--- src/design/ooscc_pkg.sv ---
package ooscc_pkg;

	// Clock and oscillator
	localparam int CLK_HZ = 100_000_000;
	localparam int CLK_PERIOD_NS = 10;
	localparam int OSC_LO_HZ = 44_000;
	localparam int OSC_HI_HZ = 130_000;
	localparam int DUTY_PCT = 67;
	localparam int CNT_W = 12;
	localparam int PERIOD_LO_INT = CLK_HZ / OSC_LO_HZ;
	localparam int PERIOD_HI_INT = CLK_HZ / OSC_HI_HZ;
	localparam logic [CNT_W-1:0] PERIOD_LO = CNT_W'(PERIOD_LO_INT);
	localparam logic [CNT_W-1:0] PERIOD_FAST = CNT_W'(PERIOD_LO_INT / 2);
	localparam logic [CNT_W-1:0] PERIOD_HI = CNT_W'(PERIOD_HI_INT);
	localparam logic [CNT_W-1:0] DUTY_LO =
		CNT_W'(PERIOD_LO_INT * DUTY_PCT / 100);
	localparam logic [CNT_W-1:0] DUTY_FAST =
		CNT_W'((PERIOD_LO_INT / 2) * DUTY_PCT / 100);
	localparam logic [CNT_W-1:0] DUTY_HI =
		CNT_W'(PERIOD_HI_INT * DUTY_PCT / 100);

	// Blanking after turn-on, least time so rounded up
	localparam int BLANK_NS = 200;
	localparam int BLANK_CYC = (BLANK_NS + CLK_PERIOD_NS - 1) / CLK_PERIOD_NS;
	localparam int BLANK_W = 8;

	// Pin positions in the synchroniser vector
	localparam int PIN_N = 6;
	localparam int PIN_EN = 0;
	localparam int PIN_SUP_LOW = 1;
	localparam int PIN_SUP_HIGH = 2;
	localparam int PIN_TEMP_HOT = 3;
	localparam int PIN_TEMP_COOL = 4;
	localparam int PIN_CUR_LIM = 5;

	// Register map
	localparam int REG_AW = 8;
	localparam logic [REG_AW-1:0] REG_CTRL = 8'h00;
	localparam logic [REG_AW-1:0] REG_STATUS = 8'h04;
	localparam logic [REG_AW-1:0] REG_SWITCHES = 8'h08;
	localparam logic [REG_AW-1:0] REG_SKIPS = 8'h0C;
	localparam int CTRL_HF_BIT = 0;
	localparam int CTRL_OFF_BIT = 1;
	localparam logic CTRL_HF_RST = 1'b0;
	localparam logic CTRL_OFF_RST = 1'b0;
	localparam int ST_GATE = 0;
	localparam int ST_UV = 1;
	localparam int ST_OT = 2;
	localparam int ST_SKIP = 3;
	localparam int ST_TRIP = 4;
	localparam int ST_EN = 5;
	localparam logic [1:0] RESP_OKAY = 2'h0;
	localparam logic [1:0] RESP_SLVERR = 2'h2;

	typedef enum logic [1:0] {CYC_OFF, CYC_BLANK, CYC_CONDUCT} ooscc_cyc_e;

endpackage

--- src/design/ooscc_osc_if.sv ---
`timescale 1ns/1ns
interface ooscc_osc_if;
	logic cycleStart;
	logic dutyWindow;
	logic hfVariant;
	logic skipping;
	modport osc (output cycleStart, output dutyWindow,
		input hfVariant, input skipping);
	modport ctl (input cycleStart, input dutyWindow,
		output hfVariant, output skipping);
endinterface

--- src/design/ooscc_osc.sv ---
`timescale 1ns/1ns
module ooscc_osc (
	input wire logic clk,
	input wire logic rst_n,
	ooscc_osc_if.osc link
);
	import ooscc_pkg::*;

	logic [CNT_W-1:0] phase, next_phase, period, next_period;
	logic [CNT_W-1:0] duty, next_duty;
	logic startQ, dutyQ;

	always_comb begin
		next_period = period;
		next_duty = duty;
		next_phase = phase + 1'b1;
		if (phase == period - 1'b1) begin
			next_phase = '0;
			// New rate takes effect only at a period boundary
			if (link.hfVariant) begin
				next_period = PERIOD_HI;
				next_duty = DUTY_HI;
			end else if (link.skipping) begin
				next_period = PERIOD_FAST;
				next_duty = DUTY_FAST;
			end else begin
				next_period = PERIOD_LO;
				next_duty = DUTY_LO;
			end
		end
	end

	always_ff @(posedge clk or negedge rst_n) begin
		if (!rst_n) begin
			phase <= '0;
			period <= PERIOD_LO;
			duty <= DUTY_LO;
			startQ <= 1'b0;
			dutyQ <= 1'b0;
		end else begin
			phase <= next_phase;
			period <= next_period;
			duty <= next_duty;
			startQ <= (next_phase == '0);
			dutyQ <= (next_phase < next_duty);
		end
	end

	assign link.cycleStart = startQ;
	assign link.dutyWindow = dutyQ;

	// Helper counters for the checks below
	logic [CNT_W-1:0] sinceStart, hiCnt, seenPeriod, seenDuty;
	logic seen;
	always_ff @(posedge clk or negedge rst_n) begin
		if (!rst_n) begin
			sinceStart <= '0;
			hiCnt <= '0;
			seenPeriod <= '0;
			seenDuty <= '0;
			seen <= 1'b0;
		end else begin
			hiCnt <= dutyQ ? hiCnt + 1'b1 : '0;
			if (startQ) begin
				sinceStart <= '0;
				seenPeriod <= period;
				seenDuty <= duty;
				seen <= 1'b1;
			end else begin
				sinceStart <= sinceStart + 1'b1;
			end
		end
	end
endmodule // ooscc_osc

--- src/design/ooscc_top.sv ---
// The implementer's own choices: the AXI4-Lite interface to the registers and the register offsets.
`timescale 1ns/1ns
// Notes on behaviour
// - Oscillator period is 44 kHz, or 130 kHz for the fast variant.
// - Max duty window is high for about 67% of each period.
// - A cycle-start pulse marks the beginning of each switching cycle.
// - Skipping doubles the slow oscillator rate; fast variant stays at 130 kHz.
// - Feedback enable is sampled once per cycle at cycle start.
// - Enable high switches this cycle; low keeps switch off, cycle skipped.
// - Enable changes after the sample are ignored until next cycle.
// - Supply below 5.1 V locks out; release only at 5.8 V.
// - Over 135 C locks out until temperature falls by 70 C.
// - Current over limit ends the pulse for the rest of cycle.
// - Current comparator is masked for a blanking time after turn-on.
// - On-time never extends more than one clock past the end of the max duty window.
// - A started cycle always completes despite mid-cycle enable changes.
module ooscc_top (
	input wire logic clk,
	input wire logic rst_n,
	input wire logic [ooscc_pkg::REG_AW-1:0] s_axi_awaddr,
	input wire logic [2:0] s_axi_awprot,
	input wire logic s_axi_awvalid,
	output logic s_axi_awready,
	input wire logic [31:0] s_axi_wdata,
	input wire logic [3:0] s_axi_wstrb,
	input wire logic s_axi_wvalid,
	output logic s_axi_wready,
	output logic [1:0] s_axi_bresp,
	output logic s_axi_bvalid,
	input wire logic s_axi_bready,
	input wire logic [ooscc_pkg::REG_AW-1:0] s_axi_araddr,
	input wire logic [2:0] s_axi_arprot,
	input wire logic s_axi_arvalid,
	output logic s_axi_arready,
	output logic [31:0] s_axi_rdata,
	output logic [1:0] s_axi_rresp,
	output logic s_axi_rvalid,
	input wire logic s_axi_rready,
	input wire logic feedbackEnable,
	input wire logic supplyBelowLow,
	input wire logic supplyAboveHigh,
	input wire logic tempAboveTrip,
	input wire logic tempCooled,
	input wire logic currentLimit,
	output logic gateDrive
);
	import ooscc_pkg::*;

	ooscc_osc_if cyc ();

	ooscc_osc u_osc (
		.clk(clk),
		.rst_n(rst_n),
		.link(cyc.osc)
	);

	// Pin synchronisers: a change is taken once stages two and three agree
	logic [PIN_N-1:0] pinRaw, pinFilt;
	assign pinRaw[PIN_EN] = feedbackEnable;
	assign pinRaw[PIN_SUP_LOW] = supplyBelowLow;
	assign pinRaw[PIN_SUP_HIGH] = supplyAboveHigh;
	assign pinRaw[PIN_TEMP_HOT] = tempAboveTrip;
	assign pinRaw[PIN_TEMP_COOL] = tempCooled;
	assign pinRaw[PIN_CUR_LIM] = currentLimit;

	generate
		for (genvar i = 0; i < PIN_N; i++) begin : g_sync
			logic st1, st2, st3, filt;
			always_ff @(posedge clk or negedge rst_n) begin
				if (!rst_n) begin
					st1 <= 1'b0;
					st2 <= 1'b0;
					st3 <= 1'b0;
					filt <= 1'b0;
				end else begin
					st1 <= pinRaw[i];
					st2 <= st1;
					st3 <= st2;
					if (st2 == st3) begin
						filt <= st3;
					end
				end
			end
			assign pinFilt[i] = filt;
		end
	endgenerate

	logic enFilt, supLow, supHigh, tempHot, tempCool, curFilt;
	assign enFilt = pinFilt[PIN_EN];
	assign supLow = pinFilt[PIN_SUP_LOW];
	assign supHigh = pinFilt[PIN_SUP_HIGH];
	assign tempHot = pinFilt[PIN_TEMP_HOT];
	assign tempCool = pinFilt[PIN_TEMP_COOL];
	assign curFilt = pinFilt[PIN_CUR_LIM];

	// Lockouts
	logic uvLock, next_uvLock, otLock, next_otLock;
	logic hfVariant, swDisable, anyLock;

	always_comb begin
		next_uvLock = uvLock;
		next_otLock = otLock;
		// Falling below the low threshold wins over a stale high reading
		if (supLow) begin
			next_uvLock = 1'b1;
		end else if (supHigh) begin
			next_uvLock = 1'b0;
		end
		if (tempHot) begin
			next_otLock = 1'b1;
		end else if (tempCool) begin
			next_otLock = 1'b0;
		end
	end

	// Locked at reset: the supply has not yet been seen up at 5.8 V
	always_ff @(posedge clk or negedge rst_n) begin
		if (!rst_n) begin
			uvLock <= 1'b1;
			otLock <= 1'b0;
		end else begin
			uvLock <= next_uvLock;
			otLock <= next_otLock;
		end
	end

	assign anyLock = uvLock | otLock | swDisable;

	// Switching cycle
	ooscc_cyc_e state, next_state;
	logic [BLANK_W-1:0] blankCnt, next_blankCnt;
	logic curTrip, next_curTrip, skipping, next_skipping;
	logic enSample, next_enSample, gate, next_gate;
	logic [31:0] switchCnt, next_switchCnt, skipCnt, next_skipCnt;

	always_comb begin
		next_state = state;
		next_blankCnt = blankCnt;
		next_curTrip = curTrip;
		next_skipping = skipping;
		next_enSample = enSample;
		next_switchCnt = switchCnt;
		next_skipCnt = skipCnt;
		if (cyc.cycleStart) begin
			next_enSample = enFilt;
			next_curTrip = 1'b0;
			next_blankCnt = '0;
			if (enFilt && !anyLock) begin
				next_state = CYC_BLANK;
				next_skipping = 1'b0;
				next_switchCnt = switchCnt + 1'b1;
			end else begin
				next_state = CYC_OFF;
				next_skipping = 1'b1;
				next_skipCnt = skipCnt + 1'b1;
			end
		end else begin
			// Enable is not looked at here, so the cycle runs out
			case (state)
				CYC_BLANK: begin
					if (anyLock || !cyc.dutyWindow) begin
						next_state = CYC_OFF;
					end else if (blankCnt == BLANK_W'(BLANK_CYC - 1)) begin
						next_state = CYC_CONDUCT;
					end else begin
						next_blankCnt = blankCnt + 1'b1;
					end
				end
				CYC_CONDUCT: begin
					if (curFilt) begin
						next_curTrip = 1'b1;
						next_state = CYC_OFF;
					end else if (anyLock || !cyc.dutyWindow) begin
						next_state = CYC_OFF;
					end
				end
				default: begin
					next_state = CYC_OFF;
				end
			endcase
		end
		next_gate = (next_state == CYC_BLANK || next_state == CYC_CONDUCT)
			&& cyc.dutyWindow && !next_curTrip && !anyLock;
	end

	always_ff @(posedge clk or negedge rst_n) begin
		if (!rst_n) begin
			state <= CYC_OFF;
			blankCnt <= '0;
			curTrip <= 1'b0;
			skipping <= 1'b0;
			enSample <= 1'b0;
			gate <= 1'b0;
			switchCnt <= '0;
			skipCnt <= '0;
		end else begin
			state <= next_state;
			blankCnt <= next_blankCnt;
			curTrip <= next_curTrip;
			skipping <= next_skipping;
			enSample <= next_enSample;
			gate <= next_gate;
			switchCnt <= next_switchCnt;
			skipCnt <= next_skipCnt;
		end
	end

	assign gateDrive = gate;
	assign cyc.skipping = skipping;
	assign cyc.hfVariant = hfVariant;

	// AXI4-Lite slave, one write and one read in flight
	logic awHeld, next_awHeld, wHeld, next_wHeld;
	logic [REG_AW-1:0] awAddr, next_awAddr;
	logic [31:0] wData, next_wData;
	logic [3:0] wStrb, next_wStrb;
	logic bValid, next_bValid, rValid, next_rValid;
	logic [1:0] bResp, next_bResp, rResp, next_rResp;
	logic [31:0] rData, next_rData, statusWord;
	logic next_hfVariant, next_swDisable;

	assign s_axi_awready = !awHeld && !bValid;
	assign s_axi_wready = !wHeld && !bValid;
	assign s_axi_arready = !rValid;

	always_comb begin
		statusWord = '0;
		statusWord[ST_GATE] = gate;
		statusWord[ST_UV] = uvLock;
		statusWord[ST_OT] = otLock;
		statusWord[ST_SKIP] = skipping;
		statusWord[ST_TRIP] = curTrip;
		statusWord[ST_EN] = enSample;
	end

	always_comb begin
		next_awHeld = awHeld;
		next_wHeld = wHeld;
		next_awAddr = awAddr;
		next_wData = wData;
		next_wStrb = wStrb;
		next_bValid = bValid;
		next_bResp = bResp;
		next_rValid = rValid;
		next_rResp = rResp;
		next_rData = rData;
		next_hfVariant = hfVariant;
		next_swDisable = swDisable;
		if (s_axi_awvalid && s_axi_awready) begin
			next_awHeld = 1'b1;
			next_awAddr = s_axi_awaddr;
		end
		if (s_axi_wvalid && s_axi_wready) begin
			next_wHeld = 1'b1;
			next_wData = s_axi_wdata;
			next_wStrb = s_axi_wstrb;
		end
		if (awHeld && wHeld) begin
			next_awHeld = 1'b0;
			next_wHeld = 1'b0;
			next_bValid = 1'b1;
			next_bResp = RESP_OKAY;
			case (awAddr)
				REG_CTRL: begin
					if (wStrb[0]) begin
						next_hfVariant = wData[CTRL_HF_BIT];
						next_swDisable = wData[CTRL_OFF_BIT];
					end
				end
				REG_STATUS, REG_SWITCHES, REG_SKIPS: begin
					next_bResp = RESP_OKAY;
				end
				default: begin
					next_bResp = RESP_SLVERR;
				end
			endcase
		end
		if (bValid && s_axi_bready) begin
			next_bValid = 1'b0;
		end
		if (s_axi_arvalid && s_axi_arready) begin
			next_rValid = 1'b1;
			next_rResp = RESP_OKAY;
			case (s_axi_araddr)
				REG_CTRL: begin
					next_rData = '0;
					next_rData[CTRL_HF_BIT] = hfVariant;
					next_rData[CTRL_OFF_BIT] = swDisable;
				end
				REG_STATUS: next_rData = statusWord;
				REG_SWITCHES: next_rData = switchCnt;
				REG_SKIPS: next_rData = skipCnt;
				default: begin
					next_rData = '0;
					next_rResp = RESP_SLVERR;
				end
			endcase
		end else if (rValid && s_axi_rready) begin
			next_rValid = 1'b0;
		end
	end

	always_ff @(posedge clk or negedge rst_n) begin
		if (!rst_n) begin
			awHeld <= 1'b0;
			wHeld <= 1'b0;
			awAddr <= '0;
			wData <= '0;
			wStrb <= '0;
			bValid <= 1'b0;
			bResp <= RESP_OKAY;
			rValid <= 1'b0;
			rResp <= RESP_OKAY;
			rData <= '0;
			hfVariant <= CTRL_HF_RST;
			swDisable <= CTRL_OFF_RST;
		end else begin
			awHeld <= next_awHeld;
			wHeld <= next_wHeld;
			awAddr <= next_awAddr;
			wData <= next_wData;
			wStrb <= next_wStrb;
			bValid <= next_bValid;
			bResp <= next_bResp;
			rValid <= next_rValid;
			rResp <= next_rResp;
			rData <= next_rData;
			hfVariant <= next_hfVariant;
			swDisable <= next_swDisable;
		end
	end

	assign s_axi_bvalid = bValid;
	assign s_axi_bresp = bResp;
	assign s_axi_rvalid = rValid;
	assign s_axi_rresp = rResp;
	assign s_axi_rdata = rData;
endmodule // ooscc_top

--- config.mk ---
export PLATFORM = sky130hd
export DESIGN_NAME = ooscc_top
export DESIGN_NICKNAME = d
export VERILOG_FILES = /design/src/design/ooscc_pkg.sv /design/src/design/ooscc_osc_if.sv /design/src/design/ooscc_osc.sv /design/src/design/ooscc_top.sv
export SDC_FILE = /design/constraint.sdc
export NUM_CORES = 1
export LEC_CHECK = 0
export ABC_AREA = 1
export ABC_CLOCK_PERIOD_IN_PS = 7800
export BUFFER_PORTS_ARGS = -buffer_cell sky130_fd_sc_hd__clkbuf_2
export CAP_MARGIN = 15
export CORE_MARGIN = 4
export CORE_UTILIZATION = 55
export CTS_CLUSTER_SIZE = 14
export DETAILED_ROUTE_END_ITERATION = 7
export GPL_TIMING_DRIVEN = 0
export PLACE_DENSITY = 0.74
export SYNTH_ARGS = -nofsm -noshare
export SYNTH_HDL_FRONTEND = slang
export SYNTH_SLANG_ARGS = --single-unit
--- constraint.sdc ---
create_clock -name clk -period 7.8 [get_ports clk]
set_clock_uncertainty 0.05 [all_clocks]
set_input_delay 1.56 -clock clk [delete_from_list [all_inputs] [get_ports clk]]
set_output_delay 1.56 -clock clk [all_outputs]
set_load 0.1 [all_outputs]
==> results.ini <==
[route]
drc = 0
wl_per_cell_um = 14.8
dr.first_iter.drc_count = 581
dr.pass1.iters = 7
via_count = 7057
via_per_inst = 5.26
wl_mm = 19.9
final_antenna_net_count = 0

[yosys]
ys_ff_latch = 185
synth_fa_ha_area_frac = 0.0331
synth_xor_area_frac = 0.0632
synth_ff_type = dfrtp_1
muxShareOfSynthArea = 0.0113
yosysUniqueCellTypes = 44
synth_simple_gate_area_share = 0.238
syn_avg_cell_area_um2 = 8.83
synth_compound_area_frac = 0.0616
yosys_warnings = 0
synth_edf_count = 0
syn_area_mm2 = 0.00900
async_flop_share = 1.00
synth.yosys.seq_area_share = 0.516
synth_top_family_by_area = simple AND/OR/NAND/NOR gates
synthCells = 1020

[worst_setup_path]
critPathLaunch = u_osc.period[9]
critical_path_class = reg -> reg
critPathRequiredTime_ns = 8.06
crit_slowest_cell = dfrtp_1
start_kind = register
arrival_ns = 3.51
critical_path.max_stage_delay_ns = 0.43
worst_setup_path_end_kind = register
rr_startpoint = u_osc.period[9]
critical_path.cell_chain = inv_2 -> ha_1 -> inv_1 -> nand2_1 -> nand3_1 -> nand2_1 -> nor2_1 -> nand2_1 -> nor2_1 -> nand2_2 -> nor2_1 -> inv_1 -> nor2_1 -> inv_1 -> o21ai_0 -> ha_1 -> nand2_1 -> inv_1 -> o21ai_0 -> o211ai_1 -> a21oi_1
cp_max_fo = 11

[cells_and_area]
mostFrequentLayoutCell = nand2_1
drive_gt1_frac = 0.144
multi_input_area_mm2 = 0.00367
syn2layout_area_growth_pct = 13.9
regArea_mm2 = 0.00464
fill_cells = 1325
final_cell_mix = 246 x nand2_1, 175 x dfrtp_1, 156 x inv_1, 75 x nor2_1, 70 x clkbuf_2
num_antenna_cells = 0
postLayoutCoreUtil = 0.643
fin_nets = 1202

[global_route]
grt_pass1_wl_mm = 33.0
grt_max_degree = 107
grtUsageTotal = 0.226
antenna_found_initial = 0
globalRoute.totalOverflow = 0
first_global_vias = 6831

[floorplanning]
core_mm2 = 0.0159
rows = 46
initial_core_util = 0.565
die_h_um = 136
die_w_um = 136
dieArea_mm2 = 0.0185
num_io_pins = 113

[clocking]
cts-resized-gates = 0
clk_latency_ns = 0.43
htree_num_levels = 4
hold_buffers = 0
cts_setup_buffers = 0
clkTransAtPathRegs_ns = 0.07
clockBufferDepth = 2
cts_tree = yes
numClockSinks = 185
cts_root_buf = clkbuf_16
cts_made_buffers = 17

[timing]
hold_violations = 0
setup_slack_ns = 4.56
timing.fmax_mhz = 308
fin_crit_ns = 3.24
fin_crit_sh = 0.416
final_max_slew_viol_count = 0
setup_violations = 0
worstMarginPinSlew_ns = 0.686
slew_headroom = 0.538
rsz0062_at_grt = false
tns_ns = 0

[min_path]
hold_path_startpoint = g_sync[1].st1
hold_class = reg -> reg

[power]
power_density_mw_per_mm2 = 207
switching_share = 0.268
irDropWorstVdd_v = 0.000395
p_int_w = 0.00155
netSwitchingPower_w = 0.000568
p_leak_nw = 5.08
p_clk_frac = 0.408
p_comb_frac = 0.102
seqPwrFrac = 0.491

[placed_design]
place_ws_ns = 4.24
dp_hpwl_mm = 14.7
portBuffers = 71
gp_congestion = 0.906

[status]
status = finished clean

[job]
maxCapViolations = 0

-- worst max-delay path, delay by kind of cell, from the launching register on --
family	cells	cell delay, ns
DFF	1	0.43
buffers and inverters	5	0.48
and+or+nand+nor	10	0.99
AOI/OAI and AO/OA	4	0.63
adders and majority gates	2	0.55
-- through the flow --
| stage | cells | hold WS [ns] | instance area, µm² | power, W |
|---|---|---|---|---|
| finish | 1341 | 0.297 | 10300 | 0.00212 |
| global route | 1341 | 0.311 | 10300 | 0.00220 |
| CTS | 1341 | 0.299 | 10300 | 0.00214 |
| detailed placement | 1309 | 0.285 | 9670 | 0.00128 |
| global placement | 1308 | 0.283 | 9630 | 0.00127 |
| floorplan | 1021 | 0.281 | 9010 | 0.00121 |
-- flip-flops by register name, summed over array words and instances, names as in the netlist, 2 cells and up --
name	count
g_sync.st1	6
g_sync.filt	4
wData	2
u_osc.duty	12
g_sync.st2	6
s_axi_rdata	32
awAddr	8
u_osc.phase	12
state	2
blankCnt	8
u_osc.period	4
switchCnt	32
g_sync.st3	6
skipCnt	32
-- power groups by stage --
stage	clock, W	combinational [W]	sequential [W]
2_1_floorplan	0	0.000130	0.00108
3_3_place_gp	0	0.000211	0.00106
3_5_place_dp	0	0.000217	0.00106
4_1_cts	0.000879	0.000219	0.00104
5_1_grt	0.000921	0.000234	0.00105
6_report	0.000864	0.000216	0.00104
-- cell families after synthesis --
kind of cell,Yosys count
adders and majority gates,25
muxes,9
other,1
AOI/OAI and AO/OA,100
buffers and inverters,179
DFF,185
and+or+nand+nor,456
xor gates and xnor gates,65
-- worst paths after layout --
check                           cells past startpoint  slack [ns]               endpoint
min in group asynchronous                           1        1.09            blankCnt[5]
max in group asynchronous                           2        5.69         u_osc.duty[10]
worst min register to register                      0        0.30          g_sync[1].st2
worst max-delay path                               21        4.56  u_osc.link.dutyWindow
worst min-delay path                                0        0.30          g_sync[1].st2
worst max register to register                     21        4.56  u_osc.link.dutyWindow
-- synthesized netlist by cell type (6+ instances only) --
master    count  share of area
nand2_1     246           0.10
dfrtp_1     175           0.49
inv_1       156          0.065
nor2_1       75          0.031
xor2_1       58          0.056
nand3_1      49          0.027
o21ai_0      42          0.023
o22ai_1      25          0.017
a21oi_1      22          0.012
nand4_1      22          0.015
ha_1         19          0.026
nor3_1       18          0.010
nor4_1       13         0.0090
clkbuf_1     12         0.0050
dfstp_2      10          0.029
mux2_2        9          0.011
xnor2_1       7         0.0068
maj3_1        6         0.0067
-- layer usage --
metal | wire, µm | part of all wire | vias up | GRT usage
li1 | - | - | 3442 | -
met1 | 9420 | 0.47 | 3392 | 0.330
met2 | 8950 | 0.45 | 200 | 0.341
met3 | 1200 | 0.060 | 23 | 0.0537
met4 | 289 | 0.015 | 0 | 0.0622
met5 | 0 | 0 | - | 0
-- layout make-up --
type / count / area share
buffer: 17 / 0.00817
timing repair buffer: 72 / 0.0382
multi-input combinational: 657 / 0.358
tap: 216 / 0.0264
clock buffer: 20 / 0.0436
clock inverter: 12 / 0.0137
inverter: 162 / 0.0593
sequential: 185 / 0.453
(Power assumes the default switching activity.)
